### src/design/bho_pkg.sv
package bho_pkg;

    // ****************************************
    // setpoint and compensation encodings
    // ****************************************
    typedef enum logic [1:0] {BHO_VOUT_3V3, BHO_VOUT_5V, BHO_VOUT_12V, BHO_VOUT_EXT} bho_vout_t;

    // resistance detector codes for the feedback pull-up
    localparam logic [1:0] RDET_SHORT = 2'h0;
    localparam logic [1:0] RDET_24K9 = 2'h1;
    localparam logic [1:0] RDET_49K9 = 2'h2;
    localparam logic [1:0] RDET_OPEN = 2'h3;

    // latched configuration, carried together
    typedef struct packed {
        bho_vout_t vout_sel;
        logic int_comp;
    } bho_cfg_t;

    localparam bho_cfg_t CFG_RESET = '{vout_sel: BHO_VOUT_EXT, int_comp: 1'b0};

    // ****************************************
    // timing; minimum on-time in clock cycles, protection counts in switching cycles
    // ****************************************
    localparam int CLK_MHZ = 100;
    localparam int TON_MIN_NS = 50;
    // least time rounds up to whole cycles
    localparam int TON_MIN_CYC = (TON_MIN_NS * CLK_MHZ + 999) / 1000;
    localparam int OVL_CYCLES = 512;
    localparam int HICCUP_CYCLES = 16384;
    localparam int CLEAN_CYCLES = 4;
    localparam int CLAMP_EVENTS = 16;

    // ****************************************
    // register map (word aligned byte addresses)
    // ****************************************
    localparam logic [7:0] ADDR_CTRL = 8'h00;
    localparam logic [7:0] ADDR_STAT = 8'h04;
    localparam logic [7:0] ADDR_IRQ = 8'h08;
    localparam logic [7:0] ADDR_MASK = 8'h0C;
    localparam logic [7:0] ADDR_CFG = 8'h10;

    // ctrl field positions
    localparam int CTRL_EN_BIT = 0;
    localparam logic [31:0] CTRL_RESET = 32'h0000_0001;

    // irq/mask field positions
    localparam int IRQ_OC_BIT = 0;
    localparam int IRQ_HIC_BIT = 1;
    localparam int IRQ_SKIP_BIT = 2;
    localparam int IRQ_W = 3;

    // wishbone request bundle
    typedef struct packed {
        logic cyc;
        logic stb;
        logic we;
        logic [3:0] sel;
        logic [7:0] adr;
        logic [31:0] dat;
    } bho_wb_req_t;

endpackage

### src/design/bho_ctrl.sv
`timescale 1ns/1ps

// Operation
// - feedback pull-up short/24.9k/49.9k/open picks 3.3V/5V/12V/external divider
// - setpoint stays latched until lockout recurs, then resampled on release
// - on-time demand below 50 ns selects pulse skipping
// - internal compensation only when 100k pull-up detected, else external
// - compensation choice held latched until bias lockout recurs
// - sense comparator trip ends the high-side pulse at once
// - soft-start clamp enabled only after sixteen overcurrent events
// - overload runs 512 cycle-limited cycles before hiccup
// - four clean consecutive cycles reset the overload counter
// - overload expiry pulls soft start low, gates off, starts 16384 wait
// - after 16384 cycles soft start released and switching restarts
// - hiccup suppressed in soft start until feedback exceeds 0.4 V
module bho_ctrl
    import bho_pkg::*;
#(
    parameter int HICCUP_WAIT = HICCUP_CYCLES,
    parameter int OVL_LIMIT = OVL_CYCLES
) (
    input wire logic REF_CLK,
    input wire logic RST_N,
    input wire logic CYCLE_START,
    input wire logic PWM_REQ,
    input wire logic [15:0] TON_REQ_CYC,
    input wire logic CURRENT_SENSE_POS_TRIP,
    input wire logic FEEDBACK_SENSE_ABOVE_0V4,
    input wire logic [1:0] FB_RDET,
    input wire logic COMP_SELECT_PIN_PULLUP,
    output logic HIGH_SIDE_GATE_OUT,
    output logic LOW_SIDE_GATE_OUT,
    output logic SS_PULL_LOW,
    output logic SS_CLAMP_EN,
    output logic PULSE_SKIP,
    output logic [1:0] VOUT_SEL,
    output logic INT_COMP,
    output logic IRQ,
    input wire logic WB_CYC_I,
    input wire logic WB_STB_I,
    input wire logic WB_WE_I,
    input wire logic [3:0] WB_SEL_I,
    input wire logic [7:0] WB_ADR_I,
    input wire logic [31:0] WB_DAT_I,
    output logic [31:0] WB_DAT_O,
    output logic WB_ACK_O
);

    // ****************************************
    // configuration latch
    // ****************************************
    bho_cfg_t cfg;
    logic cfg_valid;

    bho_cfg_latch u_cfg (
        .clk(REF_CLK),
        .rst_n(RST_N),
        .fb_rdet(FB_RDET),
        .comp_pullup_det(COMP_SELECT_PIN_PULLUP),
        .cfg(cfg),
        .cfg_valid(cfg_valid)
    );

    // ****************************************
    // state
    // ****************************************
    typedef enum logic [1:0] {ST_SOFTSTART, ST_RUN, ST_HICCUP} bho_state_t;

    bho_state_t state_q, state_d;
    logic en_q;
    logic oc_cycle_q;
    logic [2:0] clean_q;
    logic [4:0] oc_events_q;
    logic overload_q;
    logic ho_q, lo_q, skip_q;
    logic ss_low_q, clamp_q;
    logic [IRQ_W-1:0] irq_q, mask_q;
    logic irq_out_q;
    logic [31:0] dat_q;
    logic ack_q;

    // ****************************************
    // cycle bookkeeping
    // ****************************************
    wire cycle_end = CYCLE_START;
    // trip latched over the whole period, sampled once at its end
    wire oc_this = oc_cycle_q | CURRENT_SENSE_POS_TRIP;
    wire clean_done = (clean_q == 3'(CLEAN_CYCLES - 1)) && !oc_this;
    wire armed = (state_q == ST_RUN);
    wire ovl_done, hic_done;
    wire ovl_clr = !armed || (cycle_end && clean_done);
    wire ovl_inc = cycle_end && oc_this && overload_q;
    wire hic_inc = cycle_end && (state_q == ST_HICCUP);
    wire hic_clr = (state_q != ST_HICCUP);
    wire skip_d = (TON_REQ_CYC < 16'(TON_MIN_CYC));

    bho_cnt #(.LIMIT(OVL_LIMIT)) u_ovl (
        .clk(REF_CLK),
        .rst_n(RST_N),
        .clr(ovl_clr),
        .inc(ovl_inc),
        .done(ovl_done)
    );

    bho_cnt #(.LIMIT(HICCUP_WAIT)) u_hic (
        .clk(REF_CLK),
        .rst_n(RST_N),
        .clr(hic_clr),
        .inc(hic_inc),
        .done(hic_done)
    );

    // ****************************************
    // protection sequence
    // ****************************************
    always_comb
    begin
        state_d = state_q;
        case (state_q)
            ST_SOFTSTART:
                if (FEEDBACK_SENSE_ABOVE_0V4)
                    state_d = ST_RUN;
            ST_RUN:
                if (ovl_done)
                    state_d = ST_HICCUP;
            ST_HICCUP:
                if (hic_done)
                    state_d = ST_SOFTSTART;
            default:
                state_d = ST_SOFTSTART;
        endcase
    end

    always_ff @(posedge REF_CLK)
    begin
        if (!RST_N)
            state_q <= ST_SOFTSTART;
        else
            state_q <= state_d;
    end

    // per-period trip flag and clean-run count
    always_ff @(posedge REF_CLK)
    begin
        if (!RST_N)
        begin
            oc_cycle_q <= 1'b0;
            clean_q <= '0;
            overload_q <= 1'b0;
        end
        else if (cycle_end)
        begin
            oc_cycle_q <= 1'b0;
            clean_q <= (oc_this || clean_done) ? 3'h0 : clean_q + 3'h1;
            overload_q <= armed && (oc_this || (overload_q && !clean_done));
        end
        else
            oc_cycle_q <= oc_this;
    end

    // overcurrent events toward the clamp; cleared with the overload
    always_ff @(posedge REF_CLK)
    begin
        if (!RST_N || ovl_clr)
            oc_events_q <= '0;
        else if (cycle_end && oc_this && oc_events_q != 5'(CLAMP_EVENTS))
            oc_events_q <= oc_events_q + 5'h1;
    end

    // ****************************************
    // gate drive
    // ****************************************
    // gates only leave off with a valid config and outside hiccup
    wire run_ok = en_q && cfg_valid && (state_q != ST_HICCUP);
    wire ho_d = run_ok && !skip_d && PWM_REQ && !CURRENT_SENSE_POS_TRIP;

    always_ff @(posedge REF_CLK)
    begin
        if (!RST_N)
        begin
            ho_q <= 1'b0;
            lo_q <= 1'b0;
            skip_q <= 1'b0;
            ss_low_q <= 1'b1;
            clamp_q <= 1'b0;
        end
        else
        begin
            ho_q <= ho_d;
            lo_q <= run_ok && !ho_d && !ho_q; // one dead cycle after high side
            skip_q <= skip_d;
            ss_low_q <= !run_ok;
            clamp_q <= (oc_events_q == 5'(CLAMP_EVENTS));
        end
    end

    // ****************************************
    // wishbone slave, one wait state
    // ****************************************
    wire wb_req = WB_CYC_I && WB_STB_I && !ack_q;
    wire wr_ctrl = wb_req && WB_WE_I && WB_SEL_I[0] && WB_ADR_I == ADDR_CTRL;
    wire wr_mask = wb_req && WB_WE_I && WB_SEL_I[0] && WB_ADR_I == ADDR_MASK;
    wire rd_irq = wb_req && !WB_WE_I && WB_ADR_I == ADDR_IRQ;
    wire [IRQ_W-1:0] ev = {cycle_end && skip_d,
                           state_q == ST_RUN && state_d == ST_HICCUP,
                           cycle_end && oc_this};

    wire [31:0] rd_mux =
        (WB_ADR_I == ADDR_CTRL) ? {31'h0000_0000, en_q} :
        (WB_ADR_I == ADDR_STAT) ? {26'h000_0000, clamp_q, skip_q, overload_q, cfg_valid, state_q} :
        (WB_ADR_I == ADDR_IRQ) ? {29'h0000_0000, irq_q} :
        (WB_ADR_I == ADDR_MASK) ? {29'h0000_0000, mask_q} :
        (WB_ADR_I == ADDR_CFG) ? {29'h0000_0000, cfg.int_comp, cfg.vout_sel} : 32'h0000_0000;

    always_ff @(posedge REF_CLK)
    begin
        if (!RST_N)
        begin
            ack_q <= 1'b0;
            dat_q <= '0;
            en_q <= CTRL_RESET[CTRL_EN_BIT];
            mask_q <= '0;
        end
        else
        begin
            ack_q <= wb_req;
            dat_q <= wb_req && !WB_WE_I ? rd_mux : 32'h0000_0000;
            if (wr_ctrl)
                en_q <= WB_DAT_I[CTRL_EN_BIT];
            if (wr_mask)
                mask_q <= WB_DAT_I[IRQ_W-1:0];
        end
    end

    // sticky events; a new event beats the read clear
    always_ff @(posedge REF_CLK)
    begin
        if (!RST_N)
        begin
            irq_q <= '0;
            irq_out_q <= 1'b0;
        end
        else
        begin
            irq_q <= (rd_irq ? '0 : irq_q) | ev;
            irq_out_q <= |(((rd_irq ? '0 : irq_q) | ev) & mask_q);
        end
    end

    // ****************************************
    // outputs
    // ****************************************
    assign HIGH_SIDE_GATE_OUT = ho_q;
    assign LOW_SIDE_GATE_OUT = lo_q;
    assign SS_PULL_LOW = ss_low_q;
    assign SS_CLAMP_EN = clamp_q;
    assign PULSE_SKIP = skip_q;
    assign VOUT_SEL = cfg.vout_sel;
    assign INT_COMP = cfg.int_comp;
    assign IRQ = irq_out_q;
    assign WB_DAT_O = dat_q;
    assign WB_ACK_O = ack_q;

endmodule

### src/design/bho_cfg_latch.sv
`timescale 1ns/1ps

// ****************************************
// power-up configuration latch
// ****************************************
module bho_cfg_latch
    import bho_pkg::*;
(
    input wire logic clk,
    input wire logic rst_n,
    input wire logic [1:0] fb_rdet,
    input wire logic comp_pullup_det,
    output bho_cfg_t cfg,
    output logic cfg_valid
);

    bho_cfg_t cfg_q;
    logic done_q;
    bho_vout_t vout_d;

    // resistor decode of the feedback pull-up
    assign vout_d = (fb_rdet == RDET_SHORT) ? BHO_VOUT_3V3 :
                    (fb_rdet == RDET_24K9) ? BHO_VOUT_5V :
                    (fb_rdet == RDET_49K9) ? BHO_VOUT_12V : BHO_VOUT_EXT;

    // sample once after lockout release; only a new lockout re-arms
    always_ff @(posedge clk)
    begin
        if (!rst_n)
        begin
            cfg_q <= CFG_RESET;
            done_q <= 1'b0;
        end
        else if (!done_q)
        begin
            cfg_q <= '{vout_sel: vout_d, int_comp: comp_pullup_det};
            done_q <= 1'b1;
        end
    end

    assign cfg = cfg_q;
    assign cfg_valid = done_q;

endmodule

### src/design/bho_cnt.sv
`timescale 1ns/1ps

// ****************************************
// saturating cycle counter
// ****************************************
module bho_cnt #(
    parameter int LIMIT = 512
) (
    input wire logic clk,
    input wire logic rst_n,
    input wire logic clr,
    input wire logic inc,
    output logic done
);

    localparam int W = $clog2(LIMIT + 1);
    localparam logic [W-1:0] LIM = W'(LIMIT);

    logic [W-1:0] cnt_q;

    // clear wins; holds at the limit so done stays until cleared
    always_ff @(posedge clk)
    begin
        if (!rst_n || clr)
            cnt_q <= '0;
        else if (inc && cnt_q != LIM)
            cnt_q <= cnt_q + W'(1);
    end

    assign done = (cnt_q == LIM);

endmodule

### config.mk
export PLATFORM = sky130hd
export DESIGN_NAME = bho_ctrl
export DESIGN_NICKNAME = d
export VERILOG_FILES = /design/src/design/bho_pkg.sv /design/src/design/bho_ctrl.sv /design/src/design/bho_cfg_latch.sv /design/src/design/bho_cnt.sv
export SDC_FILE = /design/constraint.sdc
export NUM_CORES = 1
export LEC_CHECK = 0
export BUFFER_PORTS_ARGS = -buffer_cell sky130_fd_sc_hd__buf_2
export CAP_MARGIN = 20
export CORE_MARGIN = 5
export CORE_UTILIZATION = 40
export DETAILED_ROUTE_END_ITERATION = 12
export PLACE_DENSITY = 0.79
export SLEW_MARGIN = 10
export SYNTH_ARGS = -nofsm -noshare
export SYNTH_HDL_FRONTEND = slang
export SYNTH_SLANG_ARGS = --single-unit
### constraint.sdc
create_clock -name REF_CLK -period 2 [get_ports REF_CLK]
set_input_delay 0.1 -clock REF_CLK [delete_from_list [all_inputs] [get_ports REF_CLK]]
set_output_delay 0.1 -clock REF_CLK [all_outputs]
set_load 0.1 [all_outputs]
==> results of run 1 <==
[power by group through the flow]
stage,Clock [mW],Combinational [mW],Sequential [mW]
2_1_floorplan,0,0.320,1.32
3_3_place_gp,0,0.391,1.27
6_report,1.31,0.404,1.24
5_1_grt,1.39,0.424,1.25
3_5_place_dp,0,0.394,1.27
4_1_cts,1.33,0.402,1.24
[registers in the layout, summed over array words and instances, names as in the netlist]
name                count
u_cfg.cfg_valid         1
LOW_SIDE_GATE_OUT       1
irq_q                   3
IRQ                     1
state_q                 2
mask_q                  3
WB_ACK_O                1
PULSE_SKIP              1
HIGH_SIDE_GATE_OUT      1
oc_events_q             5
en_q                    1
u_hic.cnt_q            15
overload_q              1
SS_PULL_LOW             1
SS_CLAMP_EN             1
clean_q                 3
u_ovl.cnt_q            10
oc_cycle_q              1
WB_DAT_O                6
u_cfg.cfg               3
[final cells by class]
| type | count | area, sq um | area share [%] |
|---|---|---|---|
| clock inverters | 4 | 95.1 | 2.74 |
| clock buffers | 12 | 145 | 4.18 |
| repair buffers | 61 | 333 | 9.59 |
| flip-flops and latches | 61 | 1220 | 35.2 |
| multi-input cells | 245 | 1500 | 43.2 |
| well taps | 99 | 124 | 3.57 |
| inverters | 14 | 52.6 | 1.51 |
[path summary, 6_finish.rpt]
kind,start,endpoint
max reg2reg,WB_ACK_O$_SDFF_PN0_,IRQ$_SDFF_PN0_
max,WB_ACK_O$_SDFF_PN0_,IRQ$_SDFF_PN0_
min reg2reg,HIGH_SIDE_GATE_OUT$_SDFF_PN0_,LOW_SIDE_GATE_OUT$_SDFF_PN0_
min,WB_DAT_I[1],mask_q[1]$_SDFFE_PN0P_
[timing repair]
| action | 4_1_cts | 5_1_grt |
|---|---|---|
| hold buffers | 5 | 0 |
| endpoints found under the hold margin | 5 | 0 |
| resized for setup | 0 | 0 |
[metal layers]
metal	track usage [%]	part of all wire [%]
met1	15.5	43
met2	24.2	49
met3	5.21	6.3
met4	6.40	1.6
met5	0	0
[worst reg2reg max path: stages (launching register included)]
cell and delay, ps:
dfxtp_1 340, and4bb_2 350, nand4bb_4 130, and3_4 200, a31o_1 200, a211o_1 290
[cell families (layout without fill, tap and decap cells)]
logic type / count (synthesis) / after routing / share of synthesized area [%]
AOI/OAI and AO/OA: 34 / 34 / 7.28
xor gates and xnor gates: 25 / 25 / 7.49
adders and majority gates: 8 / 8 / 3.43
buffers and inverters: 51 / 91 / 10.0
DFF: 61 / 61 / 41.8
muxes: 10 / 10 / 3.47
other: 1 / 26 / 0.128
and+or+nand+nor: 142 / 142 / 26.4
[through the flow]
step	util [%]	setup WS (ps)	total power, mW
after CTS	48.4	395	2.98
after global routing	48.4	261	3.06
after detailed placement	44.3	160	1.67
after global placement	44.3	182	1.66
final	48.4	397	2.96
after floorplan	-	2.37	1.64
[placed cells by master, fill, tap and decap left out, types with 10 or more instances in the layout]
master    Yosys  routed
dfxtp_1      61      61
buf_2         0      55
nor2_1       44      44
conb_1        1      26
nand2_1      22      22
xor2_1       19      19
inv_1        14      14
a21oi_1      14      14
nand4_1      12      12
nor3_1       10      10
clkbuf_8      0      10
==> impl_metrics.env, run 1 <==
export IMPL_post_synth_top_area_fraction_pct=41.8
export IMPL_placed_area_sq_um=3180
export IMPL_dr_first_iter_drc_count=73
export IMPL_pwr_share_clk_pct=44.3
export IMPL_synth_most_common_cell="dfxtp_1"
export IMPL_hold_slack_ps=12.0
export IMPL_ioPinCount=114
export IMPL_p_per_area_nw_per_um2=852
export IMPL_nets=472
export IMPL_cp_max_fo=4
export IMPL_grt_pass1_wl_microns=9980
export IMPL_cts_sinks=61
export IMPL_ys_flop_type="dfxtp_1"
export IMPL_die_area_sq_um=9110
export IMPL_design_area_sq_um=3470
export IMPL_irDropWorstVdd_uv=348
export IMPL_hold_depth=3
export IMPL_p_seq_share_pct=42.1
export IMPL_antenna_found_initial=0
export IMPL_required_ps=2230
export IMPL_async_flop_share_pct=0
export IMPL_die_h_microns=95.5
export IMPL_routed_wirelength_microns=5980
export IMPL_cts_setup_buffers=0
export IMPL_crit_type="flip-flop to flip-flop"
export IMPL_rows=31
export IMPL_grt_pass1_vias=2312
export IMPL_num_antenna_cells=0
export IMPL_finalSetupViolCount=0
export IMPL_final_cells=496
export IMPL_hpwlAfterDp_microns=4540
export IMPL_port_buffers=55
export IMPL_ys_top_cells_by_area="dfxtp_1 (42%), buf_4 (6.9%), xor2_1 (5.7%)"
export IMPL_n_fill_cell=700
export IMPL_initial_core_util_pct=40.7
export IMPL_clk_latency_ps=340
export IMPL_power_leakage_nw=1.40
export IMPL_seq_area_frac_synth_pct=41.8
export IMPL_setup_tns_final_ps=0
export IMPL_relSlewSlack_pct=65.5
export IMPL_ant_nets=0
export IMPL_cp_num_cells=5
export IMPL_max_freq_mhz=624
export IMPL_synth_warning_count=0
export IMPL_fin_crit_ps=1600
export IMPL_finalHoldViolations=0
export IMPL_status="complete, no violations"
export IMPL_ys_types=48
export IMPL_critPathCaptureType="flip-flop"
export IMPL_synth_top_area_cell="dfxtp_1"
export IMPL_worstMarginPinSlew_ps=513
export IMPL_gp_congestion=0.798
export IMPL_wl_per_cell_microns=12.1
export IMPL_crit_slowest_cell="and4bb_2"
export IMPL_syn_area_sq_um=2920
export IMPL_yosys_register_bits=61
export IMPL_clk_pin_slew_ps=60
export IMPL_critical_path_cell_chain="and4bb_2, nand4bb_4, and3_4, a31o_1, a211o_1"
export IMPL_htreeDepth=3
export IMPL_switching_share_pct=27.0
export IMPL_hold_class="input pin to flip-flop"
export IMPL_num_vias=2406
export IMPL_crit_path_start_kind="flip-flop"
export IMPL_combPwrFrac_pct=13.7
export IMPL_critPathTopFamily="simple AND/OR/NAND/NOR gates"
export IMPL_cts_buffer_depth=2
export IMPL_p_int_mw=2.16
export IMPL_synth_common_cells="dfxtp_1 (61), nor2_1 (44), buf_4 (27), nand2_1 (22), xor2_1 (19)"
export IMPL_drc=0
export IMPL_reg2reg_depth=5
export IMPL_maxSlewViolCount=0
export IMPL_cts_tree="done"
export IMPL_area_growth_pct=18.8
export IMPL_dpl_cell_count=475
export IMPL_skew_ps=8.27
export IMPL_reg2reg_slack_ps=400
export IMPL_dieWidth_microns=95.5
export IMPL_power_switching_uw=798
export IMPL_synth_edf_count=0
export IMPL_core_sq_um=7180
export IMPL_synth_area_per_cell_sq_um=8.80
export IMPL_grt_ovfl_total=0
export IMPL_clock_root_buffer="clkbuf_8"
export IMPL_cts_made_buffers=9
export IMPL_rsz0062_at_grt="false"
export IMPL_drv_cap=0
export IMPL_worst_path_buf_inv=0
export IMPL_grt_max_degree=18
export IMPL_critPathArrivalTime_ps=1840
export IMPL_grt_use_total_pct=14.1
export IMPL_first_pass_iters=4
export IMPL_drive_gt1_share_pct=19.6
export IMPL_finalCritPeriodShare_pct=80.2
export IMPL_synthCells=332
export IMPL_vias_per_cell=4.85
export IMPL_slowest_delay_ps=350
No activity file was read; power rests on OpenSTA's default activity.
==> run 2, diff against run 1 <==
==> constraint.sdc (replaced) <==
create_clock -name REF_CLK -period 1.6 [get_ports REF_CLK]
set_input_delay 0.08 -clock REF_CLK [delete_from_list [all_inputs] [get_ports REF_CLK]]
set_output_delay 0.08 -clock REF_CLK [all_outputs]
set_load 0.1 [all_outputs]
==> impl_metrics.env, run 2 (synthesis gave the netlist of run 1 again) <==
export IMPL_critical_path_cell_chain="and4bb_2, nand4bb_4, and3_4, a31o_1, a211o_1"
export IMPL_ioPinCount=114
export IMPL_setup_tns_final_ps=0
export IMPL_grt_max_degree=17
export IMPL_status="complete, no violations"
export IMPL_worst_path_buf_inv=0
export IMPL_area_growth_pct=21.9
export IMPL_max_freq_mhz=646
export IMPL_crit_type="flip-flop to flip-flop"
export IMPL_dr_first_iter_drc_count=129
export IMPL_dieWidth_microns=95.5
export IMPL_layout_commonest_cell="dfxtp_1"
export IMPL_fin_util_pct=49.6
export IMPL_cts_made_buffers=9
export IMPL_cts_buffer_depth=2
export IMPL_first_pass_iters=4
export IMPL_p_per_area_nw_per_um2=967
export IMPL_ant_nets=0
export IMPL_die_h_microns=95.5
export IMPL_die_area_sq_um=9110
export IMPL_worstMarginPinSlew_ps=466
export IMPL_required_ps=1840
export IMPL_cp_max_fo=4
export IMPL_cts_sinks=61
export IMPL_hold_class="input pin to flip-flop"
export IMPL_grt_pass1_vias=2368
export IMPL_core_sq_um=7180
export IMPL_finalCritPeriodShare_pct=96.7
export IMPL_fin_crit_ps=1550
export IMPL_drc=0
export IMPL_finalSetupViolCount=0
export IMPL_grt_pass1_wl_microns=10700
export IMPL_wl_per_cell_microns=12.7
export IMPL_slowest_delay_ps=350
export IMPL_skew_ps=5.91
export IMPL_power_leakage_nw=1.44
export IMPL_top_register="u_hic.cnt_q"
export IMPL_relSlewSlack_pct=68.1
export IMPL_clock_root_buffer="clkbuf_8"
export IMPL_drv_cap=0
export IMPL_port_buffers=55
export IMPL_rows=31
export IMPL_rsz0062_at_grt="true"
export IMPL_irDropWorstVdd_uv=576
export IMPL_crit_slowest_cell="dfxtp_4"
export IMPL_num_vias=2487
export IMPL_routed_wirelength_microns=6460
export IMPL_finalHoldViolations=0
export IMPL_grt_use_total_pct=15.3
export IMPL_critPathCaptureType="flip-flop"
export IMPL_clk_pin_slew_ps=70
export IMPL_initial_core_util_pct=40.7
export IMPL_nets=484
export IMPL_clk_latency_ps=350
export IMPL_critPathTopFamily="simple AND/OR/NAND/NOR gates"
export IMPL_hpwlAfterDp_microns=4750
export IMPL_mostFrequentLayoutCells="dfxtp_1 (59), buf_2 (55), nor2_1 (44)"
export IMPL_vias_per_cell=4.90
export IMPL_antenna_found_initial=0
export IMPL_largest_reg_flops=15
export IMPL_critPathArrivalTime_ps=1790
export IMPL_maxSlewViolCount=0
export IMPL_crit_path_start_kind="flip-flop"
export IMPL_htreeDepth=3
export IMPL_num_antenna_cells=0
export IMPL_drive_gt1_share_pct=23.5
export IMPL_cts_tree="done"
export IMPL_grt_ovfl_total=0
export IMPL_gp_congestion=0.817
-- run 2: changes by cell type in the layout (fill, tap and decap cells not counted), sizes merged --
cell	delta
clkinv	+1
buf	+9
clkinvlp	+3
bufinv	-2
dlygate4sd3	+3
inv	+1
clkbuf	-3
-- run 2: timing repair --
item                       CTS  global route
setup buffers                0             1
setup endpoints to repair    0             6
hold endpoints to repair     7             0
resized for setup            0             6
hold buffers                 8             0
-- run 2: area by class of cell --
class,instances,area (sq um)
multi-input cells,245,1530
well taps,99,124
clock inverters,7,75.1
inverters,14,52.6
repair buffers,73,430
clock buffers,9,124
flip-flops and latches,61,1230
fillers,666,3610
-- run 2: through the flow --
stage	total power, mW	setup WS [ps]	std cells	hold slack (ps)	area, sq um
finish	3.44	52.8	508	14.2	3560
global route	3.59	-8.68	508	13.2	3560
CTS	3.48	37.1	507	1.25	3520
detailed placement	2.09	-121	483	301	3250
global placement	2.08	-74.5	483	301	3250
floorplan	2.05	-37.1	357	108	3020
-- run 2: report_power, final --
| part | switching, mW | internal, mW |
|---|---|---|
| Sequential | 0.0180 | 1.54 |
| Clock | 0.648 | 0.722 |
| Combinational | 0.423 | 0.0956 |
-- run 2: final timing paths --
| kind | startpoint | cells after the start | slack [ps] | end |
|---|---|---|---|---|
| min | FEEDBACK_SENSE_ABOVE_0V4 | 3 | 10 | state_q[0]$_SDFF_PN0_ |
| max | WB_ACK_O$_SDFF_PN0_ | 5 | 50 | IRQ$_SDFF_PN0_ |
| max reg2reg | WB_ACK_O$_SDFF_PN0_ | 5 | 50 | IRQ$_SDFF_PN0_ |
| min reg2reg | HIGH_SIDE_GATE_OUT$_SDFF_PN0_ | 1 | 420 | LOW_SIDE_GATE_OUT$_SDFF_PN0_ |
-- run 2: tightest hold or removal path, stage by stage --
cell	delay, ps
buf_2	100
nor2_1	90
nor4_1	50
-- run 2: layer usage --
metal	up-vias	GRT usage [%]	share of wire, %
met1	1184	18.3	44
met3	6	5.21	5.1
met4	0	7.11	0.79
met2	60	24.5	50
li1	1237	-	-
met5	-	0	0
